File: config.mk
export PLATFORM = sky130hd
export DESIGN_NAME = configurable_io_cell
export DESIGN_NICKNAME = d
export VERILOG_FILES = /design/src/verilog/io_cell_pkg.sv /design/src/verilog/two_flop_sync.sv /design/src/verilog/edge_line_pick.sv /design/src/verilog/configurable_io_cell.sv
export SDC_FILE = /design/constraint.sdc
export NUM_CORES = 1
export LEC_CHECK = 0
export ABC_CLOCK_PERIOD_IN_PS = 1540
export BUFFER_PORTS_ARGS = -buffer_cell sky130_fd_sc_hd__buf_4
export CORE_UTILIZATION = 45
export DETAILED_ROUTE_END_ITERATION = 7
export PLACE_DENSITY = 0.79
export SYNTH_ARGS = -nofsm -noshare
export SYNTH_HDL_FRONTEND = slang
export SYNTH_SLANG_ARGS = --single-unit
File: constraint.sdc
create_clock -name core_clk -period 1.54 [get_ports core_clk]
set_input_delay 0.077 -clock core_clk [delete_from_list [all_inputs] [get_ports core_clk]]
set_output_delay 0.077 -clock core_clk [all_outputs]
set_load 0.02 [all_outputs]
File: src/verilog/io_cell_pkg.sv
/*
 * Shared constants for the configurable io cell: APB register offsets,
 * field positions, reset values and driver control codes.
 * Assumes a 32-bit APB slave with byte addresses and one word per register.
 */
package io_cell_pkg;

    // register byte offsets
    localparam logic [11:0] CTRL_OFS = 12'h000;
    localparam logic [11:0] CFG_OFS = 12'h004;
    localparam logic [11:0] LINE_POL_OFS = 12'h008;
    localparam logic [11:0] STATUS_OFS = 12'h00C;

    // control register: configuration phase, readback, global threshold
    localparam int CTRL_W = 3;
    localparam int CTRL_CFG_BIT = 0;
    localparam int CTRL_RB_BIT = 1;
    localparam int CTRL_TTL_BIT = 2;
    localparam logic [2:0] CTRL_RST = 3'h1;

    // per-cell option word
    localparam int CFG_W = 10;
    localparam int CFG_LATCH_BIT = 0;
    localparam int CFG_IN_SEL_BIT = 1;
    localparam int CFG_OUT_REG_BIT = 2;
    localparam int CFG_OUT_INV_BIT = 3;
    localparam int CFG_DRV_LSB = 4;
    localparam int CFG_TINV_BIT = 6;
    localparam int CFG_OUT_SEL_BIT = 7;
    localparam int CFG_FAST_BIT = 8;
    localparam int CFG_PULLUP_BIT = 9;
    localparam logic [9:0] CFG_RST = 10'h000;

    // driver control codes; the unused code behaves as port control
    localparam logic [1:0] DRIVE_PORT = 2'h0;
    localparam logic [1:0] DRIVE_ON = 2'h1;
    localparam logic [1:0] DRIVE_OFF = 2'h2;

    // edge clock line buffer polarity, one bit per line
    localparam int LINE_POL_W = 2;
    localparam logic [1:0] LINE_POL_RST = 2'h0;

    // status register bits
    localparam int ST_DIRECT_BIT = 0;
    localparam int ST_STORED_BIT = 1;
    localparam int ST_OE_BIT = 2;
    localparam int ST_OUT_BIT = 3;
    localparam int ST_OUTREG_BIT = 4;

endpackage : io_cell_pkg

File: src/verilog/two_flop_sync.sv
/*
 * Two-flop synchroniser for a bundle of independent levels.
 * Assumes each bit is a slow level; bits are not coherent with each other.
 */
`timescale 1ns/100ps

module two_flop_sync #(
    parameter int WIDTH = 1
) (
    input wire logic core_clk,
    input wire logic rst,
    input wire logic [WIDTH-1:0] async_in,
    output logic [WIDTH-1:0] sync_out
);

    logic [WIDTH-1:0] meta_ff;
    logic [WIDTH-1:0] sync_ff;

    // first stage is read only by the second stage
    always_ff @(posedge core_clk)
    begin
        if (rst)
        begin
            meta_ff <= '0;
            sync_ff <= '0;
        end
        else
        begin
            meta_ff <= async_in;
            sync_ff <= meta_ff;
        end
    end

    assign sync_out = sync_ff;

endmodule : two_flop_sync

File: src/verilog/edge_line_pick.sv
/*
 * Picks one of the two die edge clock lines, applies that line's buffer
 * polarity and flags its rising edge.
 * Assumes both lines arrive already synchronised to core_clk.
 */
`timescale 1ns/100ps

module edge_line_pick (
    input wire logic core_clk,
    input wire logic rst,
    input wire logic line_a,
    input wire logic line_b,
    input wire logic line_sel,
    input wire logic [1:0] line_pol,
    output logic line_level,
    output logic line_rise
);

    logic prev_ff;

    // polarity belongs to the line, so every cell on it sees one sense
    always_comb
    begin
        line_level = line_sel ? (line_b ^ line_pol[1]) : (line_a ^ line_pol[0]);
    end

    // previous level for edge detection
    always_ff @(posedge core_clk)
    begin
        if (rst)
            prev_ff <= 1'b0;
        else
            prev_ff <= line_level;
    end

    assign line_rise = line_level & ~prev_ff;

endmodule : edge_line_pick

File: src/verilog/configurable_io_cell.sv
/*
 * One configurable io cell between a package pin and the internal logic:
 * input path with direct and stored outputs, output path with optional
 * register, inversion, driver control, slew and pull-up selection, and the
 * APB register file that holds the static options.
 * Assumes pin comparators, edge clock lines and chip reset pin are
 * asynchronous to core_clk; out_data and out_disable come from core_clk logic.
 */
// Decided for this implementation: the placing of the registers and register access over APB.
`timescale 1ns/100ps

// Functional notes
// RULE_01: input storage is flip-flop or low-transparent latch
// RULE_02: inverted sense per clock line, shared by cells
// RULE_03: input load and output clock pick edge line
// RULE_04: storage cleared in configuration or chip reset
// RULE_05: direct and stored input both presented
// RULE_06: one global bit selects TTL or CMOS
// RULE_07: output data direct or through register
// RULE_08: open drain: drive same signal to both ports
// RULE_09: one bit inverts output data
// RULE_10: driver forced on, forced off, or port controlled
// RULE_11: disable high gives high impedance, low drives
// RULE_12: extra bit inverts disable into enable
// RULE_13: output register captures rising edge of line
// RULE_14: one bit selects fast or limited slew
// RULE_15: one bit enables weak pin pull-up
// RULE_16: options written only in configuration, read in readback
// RULE_17: inner logic may synchronise inputs with flip-flop
// RULE_18: clears override clock edge and latch phase
module configurable_io_cell
    import io_cell_pkg::*;
#(
    parameter int ADDR_W = 12
) (
    input wire logic core_clk,
    input wire logic rst,
    input wire logic chip_reset_n,
    input wire logic psel,
    input wire logic penable,
    input wire logic pwrite,
    input wire logic [ADDR_W-1:0] paddr,
    input wire logic [31:0] pwdata,
    output logic [31:0] prdata,
    output logic pready,
    output logic pslverr,
    input wire logic pad_in_ttl,
    input wire logic pad_in_cmos,
    input wire logic edge_clk_a,
    input wire logic edge_clk_b,
    input wire logic out_data,
    input wire logic out_disable,
    output logic in_direct,
    output logic in_stored,
    output logic pad_out,
    output logic pad_oe,
    output logic pad_slew_fast,
    output logic pad_pullup_en
);

    logic [4:0] pin_s;
    logic ttl_s;
    logic cmos_s;
    logic line_a_s;
    logic line_b_s;
    logic chip_reset_n_s;
    logic [CTRL_W-1:0] ctrl_ff;
    logic [CFG_W-1:0] cfg_ff;
    logic [LINE_POL_W-1:0] line_pol_ff;
    logic pready_ff;
    logic pslverr_ff;
    logic [31:0] prdata_ff;
    logic [31:0] rd_mux;
    logic addr_hit;
    logic wr_locked;
    logic apb_access;
    logic apb_first;
    logic apb_done;
    logic cfg_mode;
    logic clr;
    logic din;
    logic in_level;
    logic in_rise;
    logic out_level;
    logic out_rise;
    logic in_stored_ff;
    logic in_direct_ff;
    logic out_reg_ff;
    logic pad_out_ff;
    logic pad_oe_ff;
    logic slew_ff;
    logic pullup_ff;
    logic t_eff;
    logic drive_on;
    logic [1:0] drive_mode;
    logic [ADDR_W-1:0] word_addr;

    // every pin-side level passes two flops before any logic sees it
    two_flop_sync #(
        .WIDTH(5)
    ) u_pin_sync (
        .core_clk(core_clk),
        .rst(rst),
        .async_in({chip_reset_n, edge_clk_b, edge_clk_a, pad_in_cmos, pad_in_ttl}),
        .sync_out(pin_s)
    );

    assign ttl_s = pin_s[0];
    assign cmos_s = pin_s[1];
    assign line_a_s = pin_s[2];
    assign line_b_s = pin_s[3];
    // sync flops reset to zero, so chip reset reads as asserted until released
    assign chip_reset_n_s = pin_s[4];

    assign cfg_mode = ctrl_ff[CTRL_CFG_BIT];
    assign drive_mode = cfg_ff[CFG_DRV_LSB +: 2];

    // storage clear: configuration phase or chip reset
    assign clr = cfg_mode | ~chip_reset_n_s; // [RULE_04]

    // one global threshold choice for the whole cell input
    assign din = ctrl_ff[CTRL_TTL_BIT] ? ttl_s : cmos_s; // [RULE_06]

    // input load clock line choice
    edge_line_pick u_in_load_clock (
        .core_clk(core_clk),
        .rst(rst),
        .line_a(line_a_s),
        .line_b(line_b_s),
        .line_sel(cfg_ff[CFG_IN_SEL_BIT]), // [RULE_03]
        .line_pol(line_pol_ff), // [RULE_02]
        .line_level(in_level),
        .line_rise(in_rise)
    );

    // output clock line choice, through the same invertible line buffers
    edge_line_pick u_out_clock (
        .core_clk(core_clk),
        .rst(rst),
        .line_a(line_a_s),
        .line_b(line_b_s),
        .line_sel(cfg_ff[CFG_OUT_SEL_BIT]), // [RULE_03]
        .line_pol(line_pol_ff),
        .line_level(out_level),
        .line_rise(out_rise)
    );

    // input storage element; clear wins over any edge or latch phase
    always_ff @(posedge core_clk)
    begin
        if (rst || clr)
            in_stored_ff <= 1'b0; // [RULE_18]
        else if (cfg_ff[CFG_LATCH_BIT])
        begin
            if (!in_level)
                in_stored_ff <= din; // [RULE_01]
        end
        else if (in_rise)
            in_stored_ff <= din; // [RULE_01]
    end

    // output register, rising edge of the polarised line
    always_ff @(posedge core_clk)
    begin
        if (rst || clr)
            out_reg_ff <= 1'b0; // [RULE_18]
        else if (out_rise)
            out_reg_ff <= out_data; // [RULE_13]
    end

    // direct input mirror; both paths leave the cell together
    always_ff @(posedge core_clk)
    begin
        if (rst)
            in_direct_ff <= 1'b0;
        else
            in_direct_ff <= din; // [RULE_05]
    end

    // driver control; open drain comes from tying data and disable together
    always_comb
    begin
        t_eff = out_disable ^ cfg_ff[CFG_TINV_BIT]; // [RULE_12]
        case (drive_mode)
            DRIVE_ON: drive_on = 1'b1; // [RULE_10]
            DRIVE_OFF: drive_on = 1'b0; // [RULE_10]
            default: drive_on = ~t_eff; // [RULE_11]
        endcase
    end

    // pad outputs, registered so the pin never sees a glitch from the mux
    always_ff @(posedge core_clk)
    begin
        if (rst)
        begin
            pad_out_ff <= 1'b0;
            pad_oe_ff <= 1'b0;
            slew_ff <= 1'b0;
            pullup_ff <= 1'b0;
        end
        else
        begin
            pad_out_ff <= (cfg_ff[CFG_OUT_REG_BIT] ? out_reg_ff : out_data) // [RULE_07]
                          ^ cfg_ff[CFG_OUT_INV_BIT]; // [RULE_09]
            pad_oe_ff <= drive_on;
            slew_ff <= cfg_ff[CFG_FAST_BIT]; // [RULE_14]
            pullup_ff <= cfg_ff[CFG_PULLUP_BIT]; // [RULE_15]
        end
    end

    // APB decode; one wait state, so the answer comes on the second access cycle
    assign apb_access = psel & penable;
    assign apb_first = apb_access & ~pready_ff;
    assign apb_done = apb_access & pready_ff;
    assign word_addr = {paddr[ADDR_W-1:2], 2'h0};
    assign addr_hit = (paddr[1:0] == 2'h0) &&
                      ((word_addr == ADDR_W'(CTRL_OFS)) || (word_addr == ADDR_W'(CFG_OFS)) ||
                       (word_addr == ADDR_W'(LINE_POL_OFS)) || (word_addr == ADDR_W'(STATUS_OFS)));
    // option words are frozen outside configuration; status is read only
    assign wr_locked = pwrite && ((word_addr == ADDR_W'(STATUS_OFS)) ||
                       (!cfg_mode && ((word_addr == ADDR_W'(CFG_OFS)) ||
                                      (word_addr == ADDR_W'(LINE_POL_OFS)))));

    // read mux; option words read back only while readback is on
    always_comb
    begin
        rd_mux = 32'h0000_0000;
        if (word_addr == ADDR_W'(CTRL_OFS))
            rd_mux[CTRL_W-1:0] = ctrl_ff;
        else if (word_addr == ADDR_W'(CFG_OFS) && ctrl_ff[CTRL_RB_BIT])
            rd_mux[CFG_W-1:0] = cfg_ff; // [RULE_16]
        else if (word_addr == ADDR_W'(LINE_POL_OFS) && ctrl_ff[CTRL_RB_BIT])
            rd_mux[LINE_POL_W-1:0] = line_pol_ff; // [RULE_16]
        else if (word_addr == ADDR_W'(STATUS_OFS))
        begin
            rd_mux[ST_DIRECT_BIT] = in_direct_ff;
            rd_mux[ST_STORED_BIT] = in_stored_ff;
            rd_mux[ST_OE_BIT] = pad_oe_ff;
            rd_mux[ST_OUT_BIT] = pad_out_ff;
            rd_mux[ST_OUTREG_BIT] = out_reg_ff;
        end
    end

    // APB answer: pready, read data and error all set together
    always_ff @(posedge core_clk)
    begin
        if (rst)
        begin
            pready_ff <= 1'b0;
            pslverr_ff <= 1'b0;
            prdata_ff <= 32'h0000_0000;
        end
        else
        begin
            pready_ff <= apb_first;
            pslverr_ff <= apb_first & (~addr_hit | wr_locked);
            prdata_ff <= (apb_first && !pwrite && addr_hit) ? rd_mux : 32'h0000_0000;
        end
    end

    // control register, writable at any time
    always_ff @(posedge core_clk)
    begin
        if (rst)
            ctrl_ff <= CTRL_RST;
        else if (apb_done && pwrite && !pslverr_ff && word_addr == ADDR_W'(CTRL_OFS))
            ctrl_ff <= pwdata[CTRL_W-1:0];
    end

    // option registers, written only during configuration
    always_ff @(posedge core_clk)
    begin
        if (rst)
        begin
            cfg_ff <= CFG_RST;
            line_pol_ff <= LINE_POL_RST;
        end
        else if (apb_done && pwrite && !pslverr_ff && cfg_mode) // [RULE_16]
        begin
            if (word_addr == ADDR_W'(CFG_OFS))
                cfg_ff <= pwdata[CFG_W-1:0];
            if (word_addr == ADDR_W'(LINE_POL_OFS))
                line_pol_ff <= pwdata[LINE_POL_W-1:0];
        end
    end

    assign prdata = prdata_ff;
    assign pready = pready_ff;
    assign pslverr = pslverr_ff;
    assign in_direct = in_direct_ff;
    assign in_stored = in_stored_ff;
    assign pad_out = pad_out_ff;
    assign pad_oe = pad_oe_ff;
    assign pad_slew_fast = slew_ff;
    assign pad_pullup_en = pullup_ff;
endmodule : configurable_io_cell

==> results.md, run 1 <==
- Skew final: 0.00778 ns
- Final setup violation count: 0
- Drt total wl: 3630 um
- Final Cell Area: 2490 um2
- Antenna Violating Nets Remaining: 0
- Leak: 1.19 nW
- Part of the Yosys area used for sequential elements: 47.2%
- Final Hold Viols: 0
- DRC: 0
- GPL Wtd Cong: 0.811
- Worst Hold Class: input pin to register
- Placement row count: 23
- Syn Area/Cell: 9.86 um2
- Layout area overhead: 27.8%
- Total number of vias: 1478
- Top cell type's share of synthesized area: 47.2%
- Total gr overflow: 0
- DRT iter0 DRCs: 129
- Syn Inst Count: 198
- Top Family by Delay on Critical Path: simple AND/OR/NAND/NOR gates
- Post-synth ARST share: 0%
- I/O pins: 96
- Pin count of the biggest net entering global routing: 19
- Slowest stage cell, crit path: dfxtp_1
- Number of global-route vias before repair: 1283
- Syn Std Cell Area: 1950 um2
- Post-synth EDFFs: 0
- Setup_tns: 0 ns
- Post-CTS Setup Bufs: 0
- Critical path type: register to register
- Post-synth cell types: 37
- Top_reg_cell synth: dfxtp_1
- WL/cell: 11.7 um
- Die W: 67.9 um
- CTS tree: yes
- Area after DPL: 2310 um2
- Starting Density: 47.8%
- Total track usage: 17.2%
- N_diodes: 0
- Worst Path Buf+Inv: 0
- Layout cells sized above 1: 25.7%
- Pwr/cell area: 930 nW/um2
- Root Driver: clkbuf_8
- Tmin final: 1.40 ns
- Worst path cell trace: nor4bb_1, nand4_1, a211o_1
- Max VDD drop: 0.000564 V
- Layout Nets: 317
- Die Area: 4600 um2
- Max stage delay on crit path: 0.38 ns
- Flop and latch count out of synthesis: 46
- Pre-antenna DRT Iters: 4
- Top cell type by total area after synthesis: dfxtp_1
- Max_cap viols: 0
- Tcrit/Tclk final: 91.2%
- Worst setup EP type: register
- Core ar.: 4090 um2
- Worst-path clk slew: 0.08 ns
- Area contributors post-synth: dfxtp_1 47%, mux2i_1 10%, buf_4 8.8%
- Clock latency on the worst-skew pair: 0.30 ns
- Hpwl dp: 2680 um
- Crit path required time: 1.73 ns
- Fmax: 712 MHz
- Startpoint Class: register
- H-tree depth: 2
- CTS Buffer Depth: 2
- Die Y-Extent: 67.9 um
- Crit path DAT: 1.60 ns
- Crit Path Max Fanout: 5
- Input/output buffers: 51
- Initial antenna violation count: 0
- CTS Sinks: 46
- First-pass GRT wire length: 5630 um
- Final slew viol count: 0
- Unrepaired setup endpoints after global routing: false
- Hold Slack: 0.00519 ns
- Vias per inst: 4.75
- Number of buffers created by CTS: 5
- Yosys warnings: 0
- Run status: finished clean
[layout by cell type, fill, tap and decap left out, drive strengths merged, types with 3 or more instances in the layout]
cell type	synthesis	layout
buf	24	55
dfxtp	46	46
nor2	25	25
conb	1	22
mux2i	20	20
nor2b	16	16
nand2	7	7
dlygate4sd3	0	7
clkbuf	4	6
inv	5	5
nand3	5	5
nor3	4	4
and2	4	4
nand4	4	4
xor2	3	3
and4b	3	3
[metal layers]
metal,global-route usage [%],up-vias,share of wire [%]
li1,-,753,-
met1,19.7,663,43
met2,28.5,55,47
met3,6.00,7,7.9
met4,8.33,0,1.7
met5,0,-,0
[layout make-up]
cell class / count / area [um2]
timing repair buffer: 62 / 483
fill: 380 / 1590
tap: 50 / 62.6
multi-input combinational: 140 / 898
inverter: 5 / 18.8
clock inverter: 2 / 37.5
clock buffer: 6 / 72.6
sequential: 46 / 921
[report_power, final]
group / total, W / internal [W] / leakage [nW] / switching (W)
combinational: 0.000222 / 0.0000999 / 0.765 / 0.000122
clock: 0.000883 / 0.000484 / 0.0514 / 0.000399
sequential: 0.00121 / 0.00121 / 0.374 / 0.00000656
total: 0.00232 / 0.00179 / 1.19 / 0.000528
[sequential cells by signal, indices dropped and copies added, names as in the netlist, 2 cells and up]
signal / count
cfg_ff: 10
prdata: 10
u_pin_sync.meta_ff: 5
u_pin_sync.sync_out: 5
ctrl_ff: 3
line_pol_ff: 2
[timing repair]
action | 4_1_cts | 5_1_grt
setup endpoints to repair | 0 | 0
hold buffers | 7 | 0
resized for setup | 0 | 0
endpoints found under the hold margin | 7 | 0
[tightest hold or removal path, cell delays in order]
cell and delay, ns:
buf_4 0.07, mux2i_1 0.05, nor2_1 0.07
[Yosys cell counts (all sizes together) (2+ instances only)]
cell     n
clkbuf   4
nor2b   16
dfxtp   46
nor2    25
a22oi    2
mux2i   20
buf     24
nand2    7
xor2     3
nand4    4
o22ai    2
o21ai    2
nor3     4
a21oi    2
and4b    3
nor4     2
nor3b    2
and2     4
and3     2
nand3    5
inv      5
[logic make-up after synthesis]
family | synth area share [%]
XOR/XNOR | 1.80
multiplexers | 10.8
other | 0.192
AND/OR/NAND/NOR | 23.6
AO/OA/AOI/OAI | 4.94
buffers and inverters | 10.8
flip-flops | 47.2
adder cells (fa/ha/maj) | 0.641
[path summary, 6_finish.rpt]
path                            slack (ns)                endpoint  cells after the start             startpoint
worst min register to register        0.44  u_pin_sync.sync_out[3]                      1  u_pin_sync.meta_ff[3]
worst min-delay path                 0.005               cfg_ff[7]                      3              pwdata[7]
worst max register to register        0.14              ctrl_ff[0]                      3                 pready
worst max-delay path                  0.14              ctrl_ff[0]                      3                 pready
[per-stage QoR]
| stage | worst slack [ns] | total power, W | utilization (%) | std cells |
|---|---|---|---|---|
| CTS | 0.143 | 0.00234 | 61.0 | 311 |
| detailed placement | 0.125 | 0.00145 | 56.6 | 296 |
| global route | 0.0662 | 0.00242 | 61.0 | 311 |
| global placement | 0.149 | 0.00145 | 56.6 | 296 |
| finish | 0.135 | 0.00232 | 61.0 | 311 |
| floorplan | 0.147 | 0.00139 | - | 219 |
(Power assumes the default switching activity.)
==> inputs of run 2 (changes only) <==
Settings changed: PLACE_DENSITY 0.79 to 0.78, SYNTH_HIERARCHICAL from default to 1.
==> results.md, run 2 <==
- Final slew viol count: 0
- CTS tree: yes
- Worst-path clk slew: 0.08 ns
- Startpoint Class: register
- WL/cell: 12.0 um
- Slowest stage cell, crit path: dfxtp_2
- Final setup violation count: 0
- Total gr overflow: 0
- Core ar.: 4090 um2
- Worst setup margin: 0.124 ns
- Clock latency on the worst-skew pair: 0.30 ns
- First-pass GRT wire length: 5790 um
- Starting Density: 48.1%
- CTS Buffer Depth: 2
- Pin count of the biggest net entering global routing: 36
- Worst Hold Class: input pin to register
- Run status: finished clean
- Crit path required time: 1.71 ns
- Met2 Use GR: 28.3%
- Syn Inst Count: 202
- Syn Area/Cell: 9.72 um2
- Layout cells sized above 1: 25.9%
- Syn Std Cell Area: 1960 um2
- CTS Sinks: 46
- Post-CTS Setup Bufs: 0
- Most frequent cells in the layout: 55 x buf_4, 45 x dfxtp_1, 29 x nor2_1
- Hold Slack: 0.00777 ns
- Crit path DAT: 1.59 ns
- H-tree depth: 2
- Antenna Violating Nets Remaining: 0
- Met3 GRT Util: 5.00%
- Layout area overhead: 28.0%
- Crit Path Max Fanout: 10
- I/O pins: 96
- DRT iter0 DRCs: 55
- Number of global-route vias before repair: 1364
- Initial antenna violation count: 0
- DRC: 0
- Dpl ws: 0.111 ns
- Total track usage: 17.2%
- Pre-antenna DRT Iters: 4
- Vias per inst: 4.81
- Non-Filler Instances: 313
- Critical path type: register to register
- Die Y-Extent: 68.1 um
- Yosys warnings: 6
- Total number of vias: 1505
- Tmin final: 1.42 ns
- Setup_tns: 0 ns
- Max stage delay on crit path: 0.36 ns
- Fillers: 349
- Placed cells: 301
- GPL Wtd Cong: 0.852
- Layout Nets: 320
- Die W: 68.1 um
- Max VDD drop: 0.000588 V
- Root Driver: clkbuf_8
- Worst path cell trace: nor4bb_2, and4_1, buf_12, mux2i_1, nor2_1
- Leak: 1.06 nW
- Pwr/cell area: 931 nW/um2
- Worst setup EP type: register
- Final Cell Area: 2510 um2
- Area occupied by multi-input gates: 915 um2
- N_diodes: 0
- Commonest non-fill, non-tap cell in the layout: buf_4
- Input/output buffers: 51
- Drt total wl: 3770 um
- Max_cap viols: 0
- Die Area: 4630 um2
- Fmax: 706 MHz
- Busiest layer in global routing: met2
- Placement row count: 23
- Register Area: 922 um2
- Tcrit/Tclk final: 92.0%
- Unrepaired setup endpoints after global routing: false
- Final Hold Viols: 0
- Skew final: 0.00901 ns
- Area after DPL: 2340 um2
- Number of buffers created by CTS: 5
- Hpwl dp: 2760 um
- M1 GR Usage: 20.3%
## run 2: changes by cell type in the layout (fill, tap and decap cells not counted), moves of 4 or more
cell	previous run	this run
nand3_1	5	1
o22ai_1	2	6
xnor2_1	1	5
or2b_1	0	4
nor2_1	25	29
or2_1	0	4
## run 2: worst paths after layout
check,from,end,slack (ns),depth (start not counted)
setup / recovery,pready,cfg_ff[0],0.12,5
hold / removal,pwdata[7],cfg_ff[7],0.008,3
setup reg to reg,pready,cfg_ff[0],0.12,5
hold reg to reg,u_pin_sync/meta_ff[0],u_pin_sync/sync_out[0],0.44,1
## run 2: per-layer routing
metal  up-vias  wire [um]
met2        42       1840
li1        759          -
met1       699       1680
met5         -          0
met4         0         50
met3         5        206
## run 2: cell type report
class	instances	area share [%]
timing repair buffer	61	19.2
inverter	5	0.747
clock inverter	1	1.19
clock buffer	6	3.29
tap	50	2.49
multi-input combinational	144	36.4
sequential	46	36.7
## run 2: metrics by stage
stage                     power (W)  util (%)
final                       0.00234      61.5
after global routing        0.00245      61.5
after CTS                   0.00236      61.3
after detailed placement    0.00146      57.3
after global placement      0.00145      57.3
after floorplan             0.00140         -
## run 2: worst max-delay path, delay by kind of cell, from the launching register on
| family | cells | cell delay [ns] |
|---|---|---|
| buffers and inverters | 1 | 0.16 |
| muxes | 1 | 0.20 |
| DFF | 1 | 0.36 |
| and+or+nand+nor | 3 | 0.58 |
## run 2: what timing repair did
action / 4_1_cts / 5_1_grt
gates resized for setup: 0 / 2
setup endpoints to repair: 0 / 9
hold endpoints to repair: 5 / 0
hold buffers: 5 / 0
## run 2: where the power goes
group / switching, W / total [W] / internal (W)
combinational: 0.000123 / 0.000225 / 0.000102
clock: 0.000380 / 0.000899 / 0.000519
sequential: 0.00000894 / 0.00122 / 0.00121
total: 0.000512 / 0.00234 / 0.00183
==> inputs of run 3 (changes only) <==
--- a/config.mk
+++ b/config.mk
@@ -6,6 +6,7 @@
 export NUM_CORES = 1
 export LEC_CHECK = 0
-export ABC_CLOCK_PERIOD_IN_PS = 1540
+export ABC_CLOCK_PERIOD_IN_PS = 1400
 export BUFFER_PORTS_ARGS = -buffer_cell sky130_fd_sc_hd__buf_4
+export CORE_ASPECT_RATIO = 1.4
 export CORE_UTILIZATION = 45
 export DETAILED_ROUTE_END_ITERATION = 7
==> constraint.sdc (replaced) <==
create_clock -name core_clk -period 1.4 [get_ports core_clk]
set_input_delay 0.42 -clock core_clk [delete_from_list [all_inputs] [get_ports core_clk]]
set_output_delay 0.42 -clock core_clk [all_outputs]
set_load 0.02 [all_outputs]
==> results.md, run 3 (synthesized netlist as in run 2, its figures left out) <==
- Run status: finished, violations left
- Failing checks: design-rule violations
- Utilization after layout: 61.0%
- Number of global-route vias before repair: 1451
- First-pass GRT wire length: 6110 um
- DRC: 8
- CTS Sinks: 46
- Die W: 57.8 um
- I/O pins: 96
- Crit path DAT: 1.57 ns
- Pin count of the biggest net entering global routing: 36
- Pwr/cell area: 938 nW/um2
- Pre-antenna DRT Iters: 8
- Final Hold Viols: 0
- Commonest non-fill, non-tap cell in the layout: buf_4
- GPL Wtd Cong: 0.830
- Unrepaired setup endpoints after global routing: true
- Die Area: 4640 um2
- Starting Density: 46.7%
- Fillers: 375
- Number of buffers created by CTS: 5
- Final setup violation count: 0
- Core ar.: 4200 um2
- Root Driver: clkbuf_8
- Placed cells: 307
- Layout area overhead: 30.4%
- Initial antenna violation count: 0
- Startpoint Class: register
- Die Y-Extent: 80.2 um
- Worst Hold Class: input pin to register
- Worst setup margin: 0.00842 ns
- Vias per inst: 4.94
- CTS Buffer Depth: 2
- Worst setup EP type: register
- Worst path cell trace: nor4bb_2, and4_4, buf_12, mux2i_1, nor2_1
- Fmax: 719 MHz
- Input/output buffers: 51
- Tmin final: 1.39 ns
- Leak: 1.10 nW
- WL/cell: 12.3 um
- Total track usage: 17.5%
- Worst-path clk slew: 0.08 ns
- Crit path required time: 1.58 ns
- Layout cells sized above 1: 32.2%
- Crit Path Max Fanout: 10
- Hpwl dp: 2830 um
- Drt total wl: 3920 um
- Total gr overflow: 0
- Layout Nets: 329
- Placement row count: 28
- Critical path type: register to register
- Total number of vias: 1572
- H-tree depth: 2
- Max VDD drop: 0.000718 V
- Slowest stage cell, crit path: dfxtp_2
- Skew final: 0.00948 ns
- Most frequent cells in the layout: 69 x buf_4, 43 x dfxtp_1, 29 x nor2_1
- Max stage delay on crit path: 0.35 ns
- DRT iter0 DRCs: 35
- N_diodes: 0
- R2R Setup Slk: 0.008 ns
- Clock latency on the worst-skew pair: 0.29 ns
- CTS tree: yes
- Non-Filler Instances: 318
- Final slew viol count: 0
- Max_cap viols: 0
- Tcrit/Tclk final: 99.4%
- Dpl ws: -0.388 ns
- Antenna Violating Nets Remaining: 0
run 3: where the power goes:
part           internal [W]  leakage [nW]  switching, W
clock network      0.000398        0.0482      0.000411
logic              0.000116         0.678      0.000140
registers           0.00133         0.375    0.00000955
total               0.00184          1.10      0.000561
run 3: final cells by class:
cell class / count / area (um2) / share of cell area, %
clock buffer: 7 / 86.3 / 3.37
clock inverter: 1 / 5.00 / 0.195
inverter: 5 / 18.8 / 0.732
multi-input combinational: 144 / 933 / 36.4
sequential: 46 / 925 / 36.1
tap: 45 / 56.3 / 2.20
timing repair buffer: 70 / 538 / 21.0
run 3: critical path, delay by kind of cell (launching register included):
| family | cells | cell delay, ns |
|---|---|---|
| and+or+nand+nor | 3 | 0.58 |
| muxes | 1 | 0.19 |
| buffers and inverters | 1 | 0.14 |
| DFF | 1 | 0.35 |
run 3: repair_timing:
item	in CTS	in global routing
hold buffers	0	0
gates resized for setup	3	4
setup buffers	3	0
pin swaps	4	2
setup endpoints to repair	10	15
run 3: metal layers:
| metal | wire length [um] | GRT usage (%) | part of all wire, % |
|---|---|---|---|
| met1 | 1490 | 17.0 | 38 |
| met2 | 2030 | 32.4 | 52 |
| met3 | 272 | 4.51 | 6.9 |
| met4 | 131 | 10.2 | 3.3 |
| met5 | 0 | 0 | 0 |
run 3: worst paths after layout:
check | depth (start not counted) | endpoint | start
setup / recovery | 5 | cfg_ff[8] | pslverr
hold reg to reg | 1 | u_pin_sync/sync_out[4] | u_pin_sync/meta_ff[4]
hold / removal | 2 | u_pin_sync/meta_ff[0] | pad_in_ttl
setup reg to reg | 5 | cfg_ff[8] | pslverr
run 3: per-stage QoR:
stage | total power (W) | setup TNS [ns] | area [um2] | hold WS [ns]
2_1_floorplan | 0.00154 | -1.13 | 2050 | 0.414
3_3_place_gp | 0.00161 | -6.69 | 2430 | 0.417
3_5_place_dp | 0.00162 | -6.52 | 2430 | 0.425
4_1_cts | 0.00243 | -0.0675 | 2550 | 0.336
5_1_grt | 0.00250 | -0.537 | 2560 | 0.342
6_report | 0.00240 | 0 | 2560 | 0.344
